<file path="config.mk">
export PLATFORM = sky130hd
export DESIGN_NAME = pms_port_startup_sel
export DESIGN_NICKNAME = d
export VERILOG_FILES = /design/src/pms_pkg.sv /design/src/pms_port_startup_sel.sv
export VERILOG_INCLUDE_DIRS = /design/src
export SDC_FILE = /design/constraint.sdc
export NUM_CORES = 1
export LEC_CHECK = 0
export ABC_AREA = 1
export BUFFER_PORTS_ARGS = -buffer_cell sky130_fd_sc_hd__buf_2
export CAP_MARGIN = 20
export CORE_ASPECT_RATIO = 0.75
export CORE_UTILIZATION = 50
export CTS_CLUSTER_DIAMETER = 200
export CTS_CLUSTER_SIZE = 30
export DETAILED_ROUTE_END_ITERATION = 10
export PLACE_DENSITY = 0.8
export SETUP_SLACK_MARGIN = 0.2
export SYNTH_ARGS = -nofsm -noshare
export SYNTH_HDL_FRONTEND = slang
export SYNTH_SLANG_ARGS = --single-unit
</file>
<file path="constraint.sdc">
create_clock -name SYS_CLK_I -period 1.7 [get_ports SYS_CLK_I]
set_input_delay 0.51 -clock SYS_CLK_I [delete_from_list [all_inputs] [get_ports SYS_CLK_I]]
set_output_delay 0.51 -clock SYS_CLK_I [all_outputs]
set_load 0.02 [all_outputs]
</file>
<file path="src/pms_consts.svh">
`ifndef PMS_CONSTS_SVH
`define PMS_CONSTS_SVH

// Register byte offsets on the slave port.
`define PMS_OFS_STARTUP     8'h00
`define PMS_OFS_PERIPH      8'h04
`define PMS_OFS_CTRL        8'h08
`define PMS_OFS_STATUS      8'h0c
`define PMS_OFS_STDPAR      8'h10

// Reset values of the setup words.
`define PMS_RST_STARTUP     16'h0000
`define PMS_RST_PERIPH      16'h0000

// Startup selector (bits 15:8) and explicit mode field (bits 7:0).
`define PMS_SEL_HI          15
`define PMS_SEL_LO          8
`define PMS_MODE_HI         7
`define PMS_MODE_LO         0
`define PMS_SEL_SWITCH      8'h00
`define PMS_SEL_LAST        8'h01
`define PMS_SEL_EXPLICIT    8'h02

// Operating mode codes.
`define PMS_MODE_PROGRAM    2'h0
`define PMS_MODE_MONITOR    2'h1
`define PMS_MODE_RUN        2'h2

// Peripheral port setup word values.
`define PMS_PERIPH_STD      16'h0000
`define PMS_PERIPH_CUSTOM   16'h0001

// Bits of a serial mode mask.
`define PMS_M_CONSOLE       0
`define PMS_M_PBUS          1
`define PMS_M_HOSTLINK      2
`define PMS_M_NOPROTO       3
`define PMS_M_DATALINK      4
`define PMS_M_TERMLINK      5

// Control register bit.
`define PMS_CTRL_GO         0

// Status register fields.
`define PMS_ST_DONE         0
`define PMS_ST_MODE_LO      1
`define PMS_ST_CONSOLE      3
`define PMS_ST_PSRC         4
`define PMS_ST_RSRC         5
`define PMS_ST_PMASK_LO     6
`define PMS_ST_RMASK_LO     12

// Standard parameter set, as read from the standard parameter register.
`define PMS_STD_START       4'h1
`define PMS_STD_DATA        4'h7
`define PMS_STD_STOP        4'h2
`define PMS_STD_PARITY      4'h2
`define PMS_STD_BAUD        16'h2580
`define PMS_SP_START_LO     0
`define PMS_SP_DATA_LO      4
`define PMS_SP_STOP_LO      8
`define PMS_SP_PARITY_LO    12
`define PMS_SP_BAUD_LO      16

`endif

</file>
<file path="src/pms_pkg.sv">
`default_nettype none
package pms_pkg;

  typedef enum logic [1:0] {
    ST_IDLE,
    ST_WAIT_DET,
    ST_DONE
  } pms_state_t;

  typedef struct packed {
    logic        read;
    logic        write;
    logic [7:0]  address;
    logic [31:0] writedata;
    logic [3:0]  byteenable;
  } pms_avs_req_t;

  typedef struct packed {
    logic       done;
    logic [1:0] startup_mode;
    logic       console_comm;
    logic       periph_setup_src;
    logic       rs232_setup_src;
    logic [5:0] periph_mask;
    logic [5:0] rs232_mask;
  } pms_result_t;

  typedef struct packed {
    pms_state_t  state;
    logic [15:0] startup_word;
    logic [15:0] periph_word;
    logic        ack;
    logic [31:0] rdata;
    pms_result_t result;
  } pms_regs_t;

endpackage : pms_pkg
`default_nettype wire

</file>
<file path="src/pms_port_startup_sel.sv">
// Notes on behaviour
// - Device-type switch off: peripheral port offers only the console bus.
// - Std off, device on: peripheral uses setup words; peripheral bus, host link, no-protocol.
// - Both on: peripheral uses standard parameters; peripheral bus or host link only.
// - Peripheral bus runs host link; peripheral word selects standard or custom.
// - Std switch off: RS-232C parameters come from its setup words.
// - Std off: RS-232C allows host, no-protocol, data link, terminal link.
// - Std on: RS-232C uses standard parameters, host link only.
// - Selector bits 15:8: 00 switch-dependent, 01 last mode, 02 explicit field.
// - Explicit field bits 7:0: 00 program, 01 monitor, 02 run.
// - Selector 00: mode fixed once console presence is determined.
// - Nothing attached: program if device switch off, run if on.
// - Console attached, device switch off: follow console mode switch.
// - Console attached, device switch on: program, no console communication.
// - Other device, device switch off: program, no communication with it.
// - Other device, device switch on: program or run by cable type.
// - Standard set: host link, 1 start, even, 7 data, 2 stop, 9600.
//
// Our own choices: the register addresses and register access over Avalon-MM.
`timescale 1ns/1ps
`default_nettype none
`include "pms_consts.svh"

module pms_port_startup_sel
  import pms_pkg::*;
(
  input  wire logic         SYS_CLK_I,
  input  wire logic         RST_N_I,
  input  wire pms_avs_req_t AVS_REQ_I,
  output logic              AVS_WAITREQUEST_O,
  output logic [31:0]       AVS_READDATA_O,
  input  wire logic         STD_SW_I,
  input  wire logic         DEVTYPE_SW_I,
  input  wire logic         DET_DONE_I,
  input  wire logic         CONSOLE_PRESENT_I,
  input  wire logic         OTHER_DEV_PRESENT_I,
  input  wire logic         CABLE_RUN_I,
  input  wire logic [1:0]   CONSOLE_MODE_I,
  input  wire logic [1:0]   LAST_MODE_I,
  output pms_result_t       RESULT_O
);

  pms_regs_t r;
  pms_regs_t next_r;

  logic req;
  assign req = AVS_REQ_I.read | AVS_REQ_I.write;

  // One wait cycle per access gives the read data a flop stage to settle in.
  assign AVS_WAITREQUEST_O = req & ~r.ack;
  assign AVS_READDATA_O    = r.rdata;
  assign RESULT_O          = r.result;

  function automatic logic [15:0] wr16(input logic [15:0] old,
                                       input logic [31:0] data,
                                       input logic [3:0]  be);
    logic [15:0] v;
    v = old;
    if (be[0]) begin
      v[7:0] = data[7:0];
    end
    if (be[1]) begin
      v[15:8] = data[15:8];
    end
    return v;
  endfunction : wr16

  function automatic logic [5:0] periph_mask(input logic std_sw,
                                             input logic dev_sw);
    logic [5:0] m;
    m = 6'h00;
    if (!dev_sw) begin
      m[`PMS_M_CONSOLE] = 1'b1;
    end else if (!std_sw) begin
      m[`PMS_M_PBUS]     = 1'b1;
      m[`PMS_M_HOSTLINK] = 1'b1;
      m[`PMS_M_NOPROTO]  = 1'b1;
    end else begin
      m[`PMS_M_PBUS]     = 1'b1;
      m[`PMS_M_HOSTLINK] = 1'b1;
    end
    return m;
  endfunction : periph_mask

  function automatic logic [5:0] rs232_mask(input logic std_sw);
    logic [5:0] m;
    m = 6'h00;
    m[`PMS_M_HOSTLINK] = 1'b1;
    if (!std_sw) begin
      m[`PMS_M_NOPROTO]  = 1'b1;
      m[`PMS_M_DATALINK] = 1'b1;
      m[`PMS_M_TERMLINK] = 1'b1;
    end
    return m;
  endfunction : rs232_mask

  // Unknown codes fall back to program mode, the safe choice at power-up.
  function automatic logic [1:0] mode_code(input logic [7:0] f);
    logic [1:0] m;
    m = `PMS_MODE_PROGRAM;
    if (f == {6'h00, `PMS_MODE_MONITOR}) begin
      m = `PMS_MODE_MONITOR;
    end else if (f == {6'h00, `PMS_MODE_RUN}) begin
      m = `PMS_MODE_RUN;
    end
    return m;
  endfunction : mode_code

  function automatic logic [1:0] switch_mode(input logic dev_sw,
                                             input logic console,
                                             input logic other,
                                             input logic cable_run,
                                             input logic [1:0] cons_mode);
    logic [1:0] m;
    m = `PMS_MODE_PROGRAM;
    if (console) begin
      if (!dev_sw) begin
        m = cons_mode;
      end
    end else if (other) begin
      if (dev_sw && cable_run) begin
        m = `PMS_MODE_RUN;
      end
    end else begin
      m = dev_sw ? `PMS_MODE_RUN : `PMS_MODE_PROGRAM;
    end
    return m;
  endfunction : switch_mode

  logic [31:0] status_word;
  logic [31:0] stdpar_word;

  always_comb begin
    status_word = 32'h0000_0000;
    status_word[`PMS_ST_DONE] = r.result.done;
    status_word[`PMS_ST_MODE_LO +: 2] = r.result.startup_mode;
    status_word[`PMS_ST_CONSOLE] = r.result.console_comm;
    status_word[`PMS_ST_PSRC] = r.result.periph_setup_src;
    status_word[`PMS_ST_RSRC] = r.result.rs232_setup_src;
    status_word[`PMS_ST_PMASK_LO +: 6] = r.result.periph_mask;
    status_word[`PMS_ST_RMASK_LO +: 6] = r.result.rs232_mask;
  end

  always_comb begin
    stdpar_word = 32'h0000_0000;
    stdpar_word[`PMS_SP_START_LO +: 4]  = `PMS_STD_START;
    stdpar_word[`PMS_SP_DATA_LO +: 4]   = `PMS_STD_DATA;
    stdpar_word[`PMS_SP_STOP_LO +: 4]   = `PMS_STD_STOP;
    stdpar_word[`PMS_SP_PARITY_LO +: 4] = `PMS_STD_PARITY;
    stdpar_word[`PMS_SP_BAUD_LO +: 16]  = `PMS_STD_BAUD;
  end

  logic [7:0] sel;
  assign sel = r.startup_word[`PMS_SEL_HI:`PMS_SEL_LO];

  always_comb begin
    next_r = r;

    // Bus slave: wait cycle latches read data, accept cycle commits.
    if (req && !r.ack) begin
      next_r.ack = 1'b1;
      case (AVS_REQ_I.address)
        `PMS_OFS_STARTUP: next_r.rdata = {16'h0000, r.startup_word};
        `PMS_OFS_PERIPH:  next_r.rdata = {16'h0000, r.periph_word};
        `PMS_OFS_CTRL:    next_r.rdata = {31'h0, r.state != ST_IDLE};
        `PMS_OFS_STATUS:  next_r.rdata = status_word;
        `PMS_OFS_STDPAR:  next_r.rdata = stdpar_word;
        default:          next_r.rdata = 32'h0000_0000;
      endcase
    end else if (r.ack) begin
      next_r.ack = 1'b0;
    end

    if (req && r.ack && AVS_REQ_I.write) begin
      case (AVS_REQ_I.address)
        `PMS_OFS_STARTUP: begin
          next_r.startup_word = wr16(r.startup_word, AVS_REQ_I.writedata, AVS_REQ_I.byteenable);
        end
        `PMS_OFS_PERIPH: begin
          next_r.periph_word = wr16(r.periph_word, AVS_REQ_I.writedata, AVS_REQ_I.byteenable);
        end
        `PMS_OFS_CTRL: begin
          if (r.state == ST_IDLE && AVS_REQ_I.byteenable[0] &&
              AVS_REQ_I.writedata[`PMS_CTRL_GO]) begin
            next_r.state = ST_WAIT_DET;
          end
        end
        default: begin
        end
      endcase
    end

    case (r.state)
      ST_IDLE: begin
      end
      ST_WAIT_DET: begin
        if (DET_DONE_I) begin
          next_r.state = ST_DONE;
          next_r.result.done = 1'b1;
          case (sel)
            `PMS_SEL_SWITCH: begin
              next_r.result.startup_mode = switch_mode(DEVTYPE_SW_I, CONSOLE_PRESENT_I,
                                                       OTHER_DEV_PRESENT_I, CABLE_RUN_I,
                                                       CONSOLE_MODE_I);
            end
            `PMS_SEL_LAST: begin
              next_r.result.startup_mode = LAST_MODE_I;
            end
            `PMS_SEL_EXPLICIT: begin
              next_r.result.startup_mode = mode_code(r.startup_word[`PMS_MODE_HI:`PMS_MODE_LO]);
            end
            default: begin
              next_r.result.startup_mode = `PMS_MODE_PROGRAM;
            end
          endcase
          // console talks only with device switch off
          next_r.result.console_comm = CONSOLE_PRESENT_I & ~DEVTYPE_SW_I;
          next_r.result.periph_mask = periph_mask(STD_SW_I, DEVTYPE_SW_I);
          next_r.result.rs232_mask = rs232_mask(STD_SW_I);
          // standard or custom by peripheral word
          next_r.result.periph_setup_src = DEVTYPE_SW_I & ~STD_SW_I &
                                           (r.periph_word == `PMS_PERIPH_CUSTOM);
          next_r.result.rs232_setup_src = ~STD_SW_I;
        end
      end
      ST_DONE: begin
      end
      default: begin
        next_r.state = ST_IDLE;
      end
    endcase
  end

  always_ff @(posedge SYS_CLK_I) begin
    if (!RST_N_I) begin
      r.state        <= ST_IDLE;
      r.startup_word <= `PMS_RST_STARTUP;
      r.periph_word  <= `PMS_RST_PERIPH;
      r.ack          <= 1'b0;
      r.rdata        <= 32'h0000_0000;
      r.result       <= '0;
    end else begin
      r <= next_r;
    end
  end

endmodule : pms_port_startup_sel
`default_nettype wire

</file>
==> impl_metrics.toml <==
[run_status]
outcome = "finished, final reports clean"

[timing]
fin_skew_ns = 0.00561
drv_slew = 0
layout_min_cycle_time_ns = 1.47
period_share_pct = 86.6
rsz0062_at_grt = "false"
setup_viol = 0
whs_ns = 0.412
hold_viol_final = 0
fmax_mhz = 679

[place]
place_congestion = 0.923
place_hpwl_microns = 5720
port_buffers = 76
dpl.cell_count = 551

[clock_tree]
cts_root_buf = "clkbuf_8"
postCtsSetupBuffers = 0
clock_path_buffers = 2
cts.sinks = 62
cts_buffers = 9
clk_pin_slew_ns = 0.07
htree_num_levels = 3
cts_tree = "built"
clk_latency_ns = 0.35

[pwr]
p_per_area_nw_per_um2 = 871
peakVddDrop_mv = 0.704
p_leak_uw = 0.00155

[grt]
grt_pass1_wl_microns = 11800
grt_max_degree = 36
groute.layer.met3.usage_pct = 7.53
grt-busiest-layer = "met1"
grt_util_met1_pct = 34.6
grt_pass1_vias = 2519
grtUsageMet2_pct = 32.0
gr-usage-all-layers_pct = 23.7
grt_overflow_total = 0
antenna_found_initial = 0

[hold_path]
hold_depth = 3
holdPathEnd = "r[72]"
hold_path.class = "input port to flip-flop"
min_from = "AVS_REQ_I[9]"

[route]
via_per_inst = 5.03
antenna_left = 0
wire_per_inst_microns = 13.3
drt_iter0_drc = 141
drtPass1Iterations = 4
wirelength_microns = 7520
vias = 2852
drc = 0

[setup_path]
rr_endpoint = "r[72]"
arrival_ns = 0.96
r2r-start = "r[50]"
rrSetupSlack_ns = 0.41
reg2regPathDepth = 6
crit_type = "input port to output port"
critPathRequiredTime_ns = 1.19
crit_fanout = 3
start_kind = "input port"
endpoint_kind = "output port"

[layout]
antennaDiodeCount = 0
fin_cells = 567
drive_gt1_share_pct = 26.6
nets = 542
synthToLayoutAreaGrowth_pct = 12.5

[logic_synthesis]
synth_cell_types = 33
async_flop_share_pct = 0
synth_flop_cell = "dfxtp_1"
synth_top_area_share_pct = 39.0
ys_warn_count = 0
ys_top_cells_by_count = "69 x nand2_1, 62 x dfxtp_1, 51 x buf_4, 45 x nor2_1, 42 x a21oi_1"
synth-edff-count = 0
syn-instance-count = 438
avgSynthCellArea_sq_um = 7.26
synth.most_common_cell = "nand2_1"
synthTopCellsByArea = "dfxtp_1 39%, buf_4 12%, nand2_1 8.1%"
ys_seq_elements = 62
yosysSeqAreaShare_pct = 39.0
synth_area_sq_um = 3180
synth_top_area_cell = "dfxtp_1"

[floorplan]
chipWidth_microns = 94.1
core_sq_um = 5980
start_util_pct = 53.2
pin_count = 109
dieArea_sq_um = 6690
dieHeight_microns = 71.1
num_rows = 24

[job]
cap_viol_max_count = 0
## stage by stage
stage	total power (uW)	instance area, sq um	TNS (ns)	setup WS, ns	utilization, %
6_report	3120	3580	0	0.227	59.9
5_1_grt	3230	3580	0	0.211	59.9
4_1_cts	3140	3570	0	0.167	59.7
3_5_place_dp	1720	3340	-0.644	-0.0852	55.9
3_3_place_gp	1720	3340	-0.325	-0.0643	55.9
2_1_floorplan	1660	3230	0	0.223	-
## how the worst max path moves through the flow
stage                              to           from  slack (ns)
global route                    r[55]  AVS_REQ_I[41]        0.21
finish              AVS_WAITREQUEST_O  AVS_REQ_I[44]        0.23
CTS                 AVS_WAITREQUEST_O          r[50]        0.17
floorplan                       r[56]  AVS_REQ_I[41]        0.22
global placement                r[70]  AVS_REQ_I[37]       -0.06
detailed placement              r[70]  AVS_REQ_I[37]       -0.09
## worst max-delay path, cell delays in order
cell and delay, ns:
buf_2 0.11, nor2_1 0.14, nor2_2 0.07, buf_6 0.13
## cell families (layout without fill, tap and decap cells)
family | Yosys count | after routing | share of synthesized area [%]
compound gates | 98 | 98 | 16.4
buf+inv | 104 | 142 | 19.3
flops | 62 | 62 | 39.0
other cells | 1 | 14 | 0.118
simple gates | 173 | 173 | 25.2
## placed cells by master, fill, tap and decap left out, types with 7 or more instances in the layout
master / synthesis / routed
nand4_1: 10 / 10
inv_1: 32 / 32
a21oi_1: 42 / 42
dfxtp_1: 62 / 60
clkbuf_8: 0 / 9
nor2_1: 45 / 44
nand3_1: 24 / 24
nand2_2: 5 / 7
o21ai_1: 31 / 31
conb_1: 1 / 14
nand2_1: 69 / 67
buf_2: 3 / 75
o21ai_0: 16 / 16
buf_4: 51 / 10
## what timing repair did
action / in CTS / in global routing
setup endpoints to repair: 5 / 11
pin swaps: 0 / 1
hold buffers: 0 / 0
cloned: 0 / 0
gates resized for setup: 2 / 5
## layer usage
layer / up-vias / routed length [microns]
met5: - / 0
met4: 0 / 159
met3: 13 / 545
met2: 115 / 3050
met1: 1262 / 3770
li1: 1462 / -
## flip-flops by register name (all words and copies together), names as in the netlist
signal / count
AVS_READDATA_O: 18
r: 35
RESULT_O: 9
## cell type report
cell class	count	area (sq um)
Clock buffer	9	124
Multi-Input combinational cell	285	1380
Fill cell	559	2390
Tap cell	78	97.6
Timing Repair Buffer	87	482
Clock inverter	7	98.8
Sequential cell	62	1240
Inverter	39	151
## power by group
| group | leakage, uW | total (uW) | switching [uW] | internal (uW) |
|---|---|---|---|---|
| Clock | 0.0000977 | 1420 | 599 | 825 |
| Combinational | 0.000956 | 235 | 158 | 76.6 |
| Sequential | 0.000500 | 1460 | 3.47 | 1460 |
| Total | 0.00155 | 3120 | 761 | 2360 |
Note: power is estimated with default switching activity, not from simulation.
